$ cat config.mk
export PLATFORM = sky130hd
export DESIGN_NAME = resb_bank
export DESIGN_NICKNAME = d
export VERILOG_FILES = /design/src/rtl/resb_pkg.sv /design/src/rtl/resb_evt_if.sv /design/src/rtl/resb_event_latch.sv /design/src/rtl/resb_short_timer.sv /design/src/rtl/resb_bank.sv
export SDC_FILE = /design/constraint.sdc
export NUM_CORES = 1
export LEC_CHECK = 0
export BUFFER_PORTS_ARGS = -buffer_cell sky130_fd_sc_hd__buf_2
export CORE_UTILIZATION = 35
export CTS_CLUSTER_DIAMETER = 30
export DETAILED_ROUTE_END_ITERATION = 12
export HOLD_SLACK_MARGIN = 0.15
export SETUP_SLACK_MARGIN = 0.15
export SLEW_MARGIN = 20
export SYNTH_ARGS = -nofsm -noshare
export SYNTH_HDL_FRONTEND = slang
export SYNTH_SLANG_ARGS = --single-unit
$ cat constraint.sdc
create_clock -name i_clock -period 1.86 [get_ports i_clock]
set_clock_uncertainty 0.1 [all_clocks]
set_input_delay 0 -clock i_clock [delete_from_list [all_inputs] [get_ports i_clock]]
set_output_delay 0 -clock i_clock [all_outputs]
set_load 0.01 [all_outputs]
$ cat src/rtl/resb_pkg.sv
// Constants of the regulator event and status bank.
// Assumes a 200 MHz register clock and a byte-wide register port.
package resb_pkg;

  // ----------------------------------------------------------------
  // Register offsets
  // ----------------------------------------------------------------
  localparam logic [7:0] RESB_SW_EVT_ADDR  = 8'h1b;
  localparam logic [7:0] RESB_LIN_EVT_ADDR = 8'h1c;
  localparam logic [7:0] RESB_GSTAT_ADDR   = 8'h1d;
  localparam logic [7:0] RESB_SWSTAT_ADDR  = 8'h1e;

  // ----------------------------------------------------------------
  // Event register fields (same layout for both event registers)
  // ----------------------------------------------------------------
  localparam int         RESB_EVT_B_PG   = 6;
  localparam int         RESB_EVT_B_SC   = 5;
  localparam int         RESB_EVT_B_IL   = 4;
  localparam int         RESB_EVT_A_PG   = 2;
  localparam int         RESB_EVT_A_SC   = 1;
  localparam int         RESB_EVT_A_IL   = 0;
  localparam logic [7:0] RESB_EVT_MASK   = 8'h77;
  localparam logic [7:0] RESB_RESET_VAL  = 8'h00;

  // ----------------------------------------------------------------
  // Global status fields
  // ----------------------------------------------------------------
  localparam int         RESB_GS_POWER_OK = 7;
  localparam int         RESB_GS_SYNC_BAD = 4;
  localparam int         RESB_GS_TSD      = 3;
  localparam int         RESB_GS_TWARN    = 2;
  localparam int         RESB_GS_OVP      = 1;

  // ----------------------------------------------------------------
  // Switcher status fields
  // ----------------------------------------------------------------
  localparam int         RESB_SS_B_EN     = 7;
  localparam int         RESB_SS_B_INV    = 6;
  localparam int         RESB_SS_B_LIM    = 4;
  localparam int         RESB_SS_A_EN     = 3;
  localparam int         RESB_SS_A_INV    = 2;
  localparam int         RESB_SS_A_LIM    = 0;

  // ----------------------------------------------------------------
  // Timing
  // ----------------------------------------------------------------
  localparam int         RESB_CLK_MHZ     = 200;
  localparam int         RESB_SC_TIME_US  = 1000;
  localparam int         RESB_SC_CYCLES   = RESB_SC_TIME_US * RESB_CLK_MHZ;
  localparam int         RESB_NUM_REG     = 4;

endpackage : resb_pkg

$ cat src/rtl/resb_evt_if.sv
// Carrier between the bank and one sticky event register.
// Assumes one clock; set and clear are single-cycle vectors.
`timescale 1ns/1ps
interface resb_evt_if #(parameter int W = 8);
  logic [W-1:0] set;
  logic [W-1:0] clr;
  logic [W-1:0] q;
  modport latch (input set, input clr, output q);
  modport user  (output set, output clr, input q);
endinterface : resb_evt_if

$ cat src/rtl/resb_event_latch.sv
// Sticky event register with write-one-to-clear.
// Assumes set and clear vectors are synchronous to i_clock.
`timescale 1ns/1ps
module resb_event_latch
  import resb_pkg::*;
#(
  parameter int         W    = 8,
  parameter logic [7:0] MASK = RESB_EVT_MASK
)
(
  // Clock and reset
  input  wire logic     i_clock,
  input  wire logic     i_nrst,
  // Event carrier
  resb_evt_if.latch     evt
);

  typedef struct packed
  {
    logic [W-1:0] q;
  } resb_latch_s;

  resb_latch_s st_r;
  resb_latch_s st_nxt;

  // ----------------------------------------------------------------
  // Latch update
  // ----------------------------------------------------------------
  always_comb
  begin
    st_nxt   = st_r;
    st_nxt.q = ((st_r.q & ~evt.clr) | evt.set) & MASK[W-1:0];
  end

  always_ff @(posedge i_clock or negedge i_nrst)
  begin
    if (!i_nrst)
      st_r <= '0;
    else
      st_r <= st_nxt;
  end

  assign evt.q = st_r.q;
endmodule : resb_event_latch

$ cat src/rtl/resb_short_timer.sv
// Qualifies a short-circuit comparator level over a long run of cycles.
// Assumes the comparator level is synchronous to i_clock.
`timescale 1ns/1ps
module resb_short_timer
#(
  parameter int LIMIT = 200000
)
(
  // Clock and reset
  input  wire logic i_clock,
  input  wire logic i_nrst,
  // Comparator and result
  input  wire logic i_below,
  output logic      o_event
);

  localparam int CW = $clog2(LIMIT + 1);

  typedef struct packed
  {
    logic [CW-1:0] cnt;
    logic          fired;
  } resb_timer_s;

  resb_timer_s st_r;
  resb_timer_s st_nxt;

  // ----------------------------------------------------------------
  // Run counter
  // ----------------------------------------------------------------
  always_comb
  begin
    st_nxt  = st_r;
    o_event = 1'b0;
    if (!i_below)
    begin
      st_nxt.cnt   = '0;
      st_nxt.fired = 1'b0;
    end
    else if (st_r.cnt == CW'(LIMIT))
    begin
      o_event      = !st_r.fired;
      st_nxt.fired = 1'b1;
    end
    else
      st_nxt.cnt = st_r.cnt + 1'b1;
  end

  always_ff @(posedge i_clock or negedge i_nrst)
  begin
    if (!i_nrst)
      st_r <= '0;
    else
      st_r <= st_nxt;
  end
endmodule : resb_short_timer

$ cat src/rtl/resb_bank.sv
// Event latches of two switchers and two linear regulators; live status of the two switchers and the device.
// Assumes the serial interface delivers decoded byte reads and writes in this clock domain.
//
// Summary of operation
// - Switcher b power-good event sets bit 6
// - Switcher a power-good event sets bit 2
// - Switcher b short over 1 ms sets bit 5
// - Switcher a short over 1 ms sets bit 1
// - Switcher b current limit onset sets bit 4
// - Switcher a current limit onset sets bit 0
// - Writing one clears only those event bits
// - Linear power-good events set bits 6 and 2
// - Linear short over 1 ms sets bit 5/1
// - Linear b current limit onset sets bit 4
// - Linear a current limit onset sets bit 0
// - Global bit 7 shows power-ok pin live
// - Global bit 4 shows sync clock invalid
// - Global bit 3 shows thermal shutdown live
// - Global bit 2 shows thermal warning live
// - Global bit 1 overvoltage; bits 6:5,0 zero
// - Switcher summary set while any switcher event
// - Linear summary set while any linear event
// - Switcher status bits 7,3 show enabled
// - Status bits 6,2 invalid; 4,0 limiting
`timescale 1ns/1ps
module resb_bank
  import resb_pkg::*;
#(
  parameter int SC_CYCLES = RESB_SC_CYCLES
)
(
  // Clock and reset
  input  wire logic       i_clock,
  input  wire logic       i_nrst,
  // Register port
  input  wire logic [7:0] i_reg_addr,
  input  wire logic       i_reg_wr,
  input  wire logic       i_reg_rd,
  input  wire logic [7:0] i_reg_wdata,
  output logic      [7:0] o_reg_rdata,
  // Switcher a detectors
  input  wire logic       i_switcher_a_powergood_event,
  input  wire logic       i_switcher_a_under_sc,
  input  wire logic       i_switcher_a_limiting,
  input  wire logic       i_switcher_a_enabled,
  input  wire logic       i_switcher_a_output_invalid,
  // Switcher b detectors
  input  wire logic       i_switcher_b_powergood_event,
  input  wire logic       i_switcher_b_under_sc,
  input  wire logic       i_switcher_b_limiting,
  input  wire logic       i_switcher_b_enabled,
  input  wire logic       i_switcher_b_output_invalid,
  // Linear a detectors
  input  wire logic       i_linear_a_powergood_event,
  input  wire logic       i_linear_a_under_sc,
  input  wire logic       i_linear_a_limiting,
  // Linear b detectors
  input  wire logic       i_linear_b_powergood_event,
  input  wire logic       i_linear_b_under_sc,
  input  wire logic       i_linear_b_limiting,
  // Device-wide detectors
  input  wire logic       i_power_ok_pin,
  input  wire logic       i_sync_clock_invalid,
  input  wire logic       i_thermal_shutdown_live,
  input  wire logic       i_thermal_warning_live,
  input  wire logic       i_input_overvoltage_live,
  // Summary flags
  output logic            o_switcher_summary_flag,
  output logic            o_linear_summary_flag
);

  // ----------------------------------------------------------------
  // State
  // ----------------------------------------------------------------
  typedef struct packed
  {
    logic [RESB_NUM_REG-1:0] lim_prev;
    logic [7:0]              rdata;
  } resb_bank_s;

  resb_bank_s st_r;
  resb_bank_s st_nxt;

  logic [RESB_NUM_REG-1:0] under_sc;
  logic [RESB_NUM_REG-1:0] limiting;
  logic [RESB_NUM_REG-1:0] sc_event;
  logic [RESB_NUM_REG-1:0] lim_rise;
  logic [7:0]              gstat_word;
  logic [7:0]              swstat_word;
  logic                    wr_sw;
  logic                    wr_lin;
  logic [7:0]              sw_both;
  logic [7:0]              lin_both;

  resb_evt_if #(.W(8)) sw_evt ();
  resb_evt_if #(.W(8)) lin_evt ();

  // ----------------------------------------------------------------
  // Helpers
  // ----------------------------------------------------------------
  function automatic logic [7:0] evt_word(
    input logic pg_a,
    input logic sc_a,
    input logic il_a,
    input logic pg_b,
    input logic sc_b,
    input logic il_b
  );
    logic [7:0] w;
    w                = RESB_RESET_VAL;
    w[RESB_EVT_A_PG] = pg_a;
    w[RESB_EVT_A_SC] = sc_a;
    w[RESB_EVT_A_IL] = il_a;
    w[RESB_EVT_B_PG] = pg_b;
    w[RESB_EVT_B_SC] = sc_b;
    w[RESB_EVT_B_IL] = il_b;
    return w;
  endfunction : evt_word

  // ----------------------------------------------------------------
  // Short-circuit qualification, index 0..3 = sw a, sw b, lin a, lin b
  // ----------------------------------------------------------------
  assign under_sc = {i_linear_b_under_sc, i_linear_a_under_sc,
                     i_switcher_b_under_sc, i_switcher_a_under_sc};
  assign limiting = {i_linear_b_limiting, i_linear_a_limiting,
                     i_switcher_b_limiting, i_switcher_a_limiting};

  for (genvar g = 0; g < RESB_NUM_REG; g++)
  begin : g_sc
    resb_short_timer #(
      .LIMIT   (SC_CYCLES)
    ) u_timer (
      .i_clock (i_clock),
      .i_nrst  (i_nrst),
      .i_below (under_sc[g]),
      .o_event (sc_event[g])
    );
  end

  // Current limit onset
  assign lim_rise = limiting & ~st_r.lim_prev;

  // ----------------------------------------------------------------
  // Event latches
  // ----------------------------------------------------------------
  assign wr_sw  = i_reg_wr && (i_reg_addr == RESB_SW_EVT_ADDR);
  assign wr_lin = i_reg_wr && (i_reg_addr == RESB_LIN_EVT_ADDR);

  assign sw_evt.set  = evt_word(i_switcher_a_powergood_event, sc_event[0], lim_rise[0],
                                i_switcher_b_powergood_event, sc_event[1], lim_rise[1]);
  assign sw_evt.clr  = wr_sw ? (i_reg_wdata & RESB_EVT_MASK) : 8'h00;
  assign lin_evt.set = evt_word(i_linear_a_powergood_event, sc_event[2], lim_rise[2],
                                i_linear_b_powergood_event, sc_event[3], lim_rise[3]);
  assign lin_evt.clr = wr_lin ? (i_reg_wdata & RESB_EVT_MASK) : 8'h00;

  assign sw_both  = sw_evt.set & sw_evt.clr;
  assign lin_both = lin_evt.set & lin_evt.clr;

  resb_event_latch #(
    .W       (8),
    .MASK    (RESB_EVT_MASK)
  ) u_sw_latch (
    .i_clock (i_clock),
    .i_nrst  (i_nrst),
    .evt     (sw_evt.latch)
  );

  resb_event_latch #(
    .W       (8),
    .MASK    (RESB_EVT_MASK)
  ) u_lin_latch (
    .i_clock (i_clock),
    .i_nrst  (i_nrst),
    .evt     (lin_evt.latch)
  );

  // Summary flags
  assign o_switcher_summary_flag = |sw_evt.q;
  assign o_linear_summary_flag   = |lin_evt.q;

  // ----------------------------------------------------------------
  // Live status words
  // ----------------------------------------------------------------
  always_comb
  begin
    gstat_word                   = RESB_RESET_VAL;
    gstat_word[RESB_GS_POWER_OK] = i_power_ok_pin;
    gstat_word[RESB_GS_SYNC_BAD] = i_sync_clock_invalid;
    gstat_word[RESB_GS_TSD]      = i_thermal_shutdown_live;
    gstat_word[RESB_GS_TWARN]    = i_thermal_warning_live;
    gstat_word[RESB_GS_OVP]      = i_input_overvoltage_live;
  end

  always_comb
  begin
    swstat_word                = RESB_RESET_VAL;
    swstat_word[RESB_SS_B_EN]  = i_switcher_b_enabled;
    swstat_word[RESB_SS_A_EN]  = i_switcher_a_enabled;
    swstat_word[RESB_SS_B_INV] = i_switcher_b_output_invalid;
    swstat_word[RESB_SS_A_INV] = i_switcher_a_output_invalid;
    swstat_word[RESB_SS_B_LIM] = i_switcher_b_limiting;
    swstat_word[RESB_SS_A_LIM] = i_switcher_a_limiting;
  end

  // ----------------------------------------------------------------
  // Read mux and edge history
  // ----------------------------------------------------------------
  always_comb
  begin
    st_nxt          = st_r;
    st_nxt.lim_prev = limiting;
    if (i_reg_rd)
    begin
      case (i_reg_addr)
        RESB_SW_EVT_ADDR:  st_nxt.rdata = sw_evt.q;
        RESB_LIN_EVT_ADDR: st_nxt.rdata = lin_evt.q;
        RESB_GSTAT_ADDR:   st_nxt.rdata = gstat_word;
        RESB_SWSTAT_ADDR:  st_nxt.rdata = swstat_word;
        default:           st_nxt.rdata = RESB_RESET_VAL;
      endcase
    end
  end

  always_ff @(posedge i_clock or negedge i_nrst)
  begin
    if (!i_nrst)
      st_r <= '0;
    else
      st_r <= st_nxt;
  end

  assign o_reg_rdata = st_r.rdata;
endmodule : resb_bank

==> results.txt <==
Reg area = 0.00251 sq mm
Failing checks = negative setup slack
CTS Buf Count = 9
Root Buffer = clkbuf_16
# fillers = 1349
Fmax = 511 MHz
NumNets Final = 694
Register bit total from synthesis = 100
Share of cells above drive strength 1 = 22.2%
Post-route DRC = 0
Syn Nets = 584
Core ar. = 0.0146 sq mm
CP Data Arrival Time = 2070 ps
Initial antenna violation count = 0
Commonest non-fill, non-tap cell in the layout = dfrtp_1
Clock power share = 42.3%
Bufs on Longest Clock Path = 2
Initial Util = 36.1%
Post-Synthesis Cells = 535
Pint = 3.45 mW
Global-route wire length before repair = 21.0 mm
GRT Overall Usage = 16.6%
First-pass iteration count of the detailed router = 5
Area occupied by multi-input gates = 0.00265 sq mm
Psw = 1.06 mW
Vias = 4286
Seq/Total Area, Yosys = 47.5%
Crit path max fanout = 4
Drt wl/cell = 14.7 microns
Final Setup Violations = 5
DP HPWL = 8.32 mm
Sink Count = 100
Worst ir drop on vdd = 0.485 mV
Max incr delay on CP = 460 ps
Area Growth Syn to Fin = 28.2%
Tcrit/Tclk final = 105%
Final core utilization = 46.3%
Unrepaired setup endpoints after global routing = true
Largest net degree at the start of global routing = 43
IO Pins = 51
DRT Wirelength = 12.3 mm
Number of global-route vias before repair = 4326
Fraction of registers with async set/reset = 100%
Critical path type = reg2reg
Die W = 125 microns
Worst hold path class = in2reg
EDFF count, synth = 0
Hold slack final = 166 ps
Comb power frac = 8.3%
Synth Flop Type = dfrtp_1
Max cap viols = 0
Period minus WS final = 1960 ps
Starting DRT DRC Count = 316
Worst path slowest cell = or4b_4
Cell taking the most area after synthesis = dfrtp_1
Least-Margin Pin Slew = 516 ps
Setup WS post-layout = -97.5 ps
Synth top area share = 47.5%
Syn avg cell area = 9.85 sq um
Yosys warns = 0
Antenna-violating nets left = 0
Slew Viols, Final = 0
Pwr dens = 667 mW/mm^2
Worst-Skew Late Latency = 350 ps
Hold violation total from the final report = 0
Reg clk slew, reported paths = 70 ps
GP Congestion = 0.810
CP Capture Type = register
Worst rel slew slack = 65.6%
Cell Area, Synth = 0.00527 sq mm
CTS tree = built
Outcome = finished with violations
H-tree levels = 3
WP data required = 1970 ps
Commonest cells after routing, fill and taps aside = dfrtp_1, nand3_1, buf_2
Row Count = 44
Total gr overflow = 0
Synth top area cells = dfrtp_1, xnor2_1, nand3_1
Ant. Diodes = 0
Sw frac = 23.5%
Die height = 125 microns
Family with the most delay on the worst path = simple AND/OR/NAND/NOR gates
Via/cell ratio = 5.14
Leakage = 2.91 nW
CP Cell Sequence = inv_2 -> ha_4 -> or4b_4 -> or3_4 -> o211ai_2 -> a21oi_1
Final Power = 4.51 mW
# port buffers = 48
Yosys cell types = 55
Seq pwr share = 49.4%
Setup crit start kind = register
CP Buf/Inv Count = 1
Die ar. = 0.0155 sq mm
==> flip-flops by register name, indices dropped and copies added, names as in the netlist <==
register           count
g_sc.u_timer.st_r     76
o_reg_rdata            8
u_lin_latch.evt.q      6
u_sw_latch.evt.q       6
st_r                   4
==> stage by stage <==
stage / TNS (ps) / setup WS (ps) / instance area, sq um / std cells
final: -341 / -97.5 / 6750 / 834
after global routing: -672 / -161 / 6750 / 834
after CTS: -274 / -88.9 / 6550 / 824
after detailed placement: -359 / -109 / 5760 / 760
after global placement: -123 / -55.4 / 5760 / 760
after floorplan: -54.5 / -28.3 / 5270 / 535
==> synthesized netlist by cell type, types with 5 or more instances <==
| master | count |
|---|---|
| or4_1 | 6 |
| and4_1 | 9 |
| clkbuf_1 | 12 |
| nand4_1 | 18 |
| nor3_1 | 7 |
| buf_2 | 5 |
| ha_1 | 8 |
| o22ai_1 | 6 |
| nor4_1 | 13 |
| and3_1 | 13 |
| nand3_1 | 49 |
| o21ai_0 | 6 |
| nand2b_1 | 12 |
| buf_4 | 8 |
| mux2i_1 | 15 |
| a22oi_1 | 6 |
| nor2b_1 | 5 |
| xor2_1 | 11 |
| xnor2_1 | 32 |
| nor2_1 | 30 |
| a22o_1 | 11 |
| and2_1 | 24 |
| inv_1 | 31 |
| nand2_1 | 40 |
| dfrtp_1 | 100 |
| o31ai_1 | 5 |
==> cell type report <==
class,instances,area share (%)
clock buffers,10,3.54
clock inverters,6,0.908
inverters,31,1.72
flip-flops and latches,100,37.1
multi-input cells,378,39.3
repair buffers,125,14.0
well taps,184,3.41
==> kinds of logic (layout without fill, tap and decap cells) <==
family	after synthesis	count (layout)	share of synthesized area, %
xor gates and xnor gates	43	43	7.15
muxes	18	18	3.49
adders and majority gates	8	8	1.90
AOI/OAI and AO/OA	61	61	8.55
DFF	100	100	47.5
and+or+nand+nor	248	248	26.7
buffers and inverters	57	172	4.75
==> power by group through the flow <==
| stage | sequential (mW) | clock [mW] | combinational (mW) |
|---|---|---|---|
| after global placement | 2.26 | 0 | 0.284 |
| after global routing | 2.23 | 2.05 | 0.419 |
| after floorplan | 2.26 | 0 | 0.136 |
| final | 2.23 | 1.91 | 0.374 |
| after CTS | 2.23 | 1.97 | 0.362 |
| after detailed placement | 2.27 | 0 | 0.293 |
==> what timing repair did <==
| item | in CTS | in global routing |
|---|---|---|
| pin swaps | 4 | 15 |
| hold endpoints to repair | 173 | 1 |
| hold buffers | 40 | 2 |
| buffers inserted | 8 | 9 |
| resized for setup | 9 | 31 |
| endpoints found under the setup margin | 9 | 41 |
==> metal layers <==
metal	routed length [microns]	vias up	share of wire [%]	GRT usage (%)
li1	-	2101	-	-
met4	184	0	1.5	5.81
met5	0	-	0	0
met1	5790	2093	47	22.2
met3	412	11	3.4	2.79
met2	5890	81	48	27.1
==> final timing paths <==
path                                          from                        to  slack, ps  cells past startpoint
setup / recovery           g_sc[2].u_timer.st_r[1]   g_sc[2].u_timer.st_r[3]       -100                      6
hold / removal                       i_reg_addr[6]            o_reg_rdata[4]        170                      5
setup reg to reg           g_sc[2].u_timer.st_r[1]   g_sc[2].u_timer.st_r[3]       -100                      6
hold reg to reg            g_sc[0].u_timer.st_r[0]   g_sc[0].u_timer.st_r[0]        390                      1
max in group asynchronous                   i_nrst  g_sc[2].u_timer.st_r[17]        450                      4
min in group asynchronous                   i_nrst   g_sc[3].u_timer.st_r[7]        540                      3
==> worst min-delay path, cell delays in order <==
cell       delay, ps
buf_2             70
nor4b_1           40
buf_4            140
o2111ai_1        200
o22ai_1          120
Note: power is estimated with default switching activity, not from simulation.
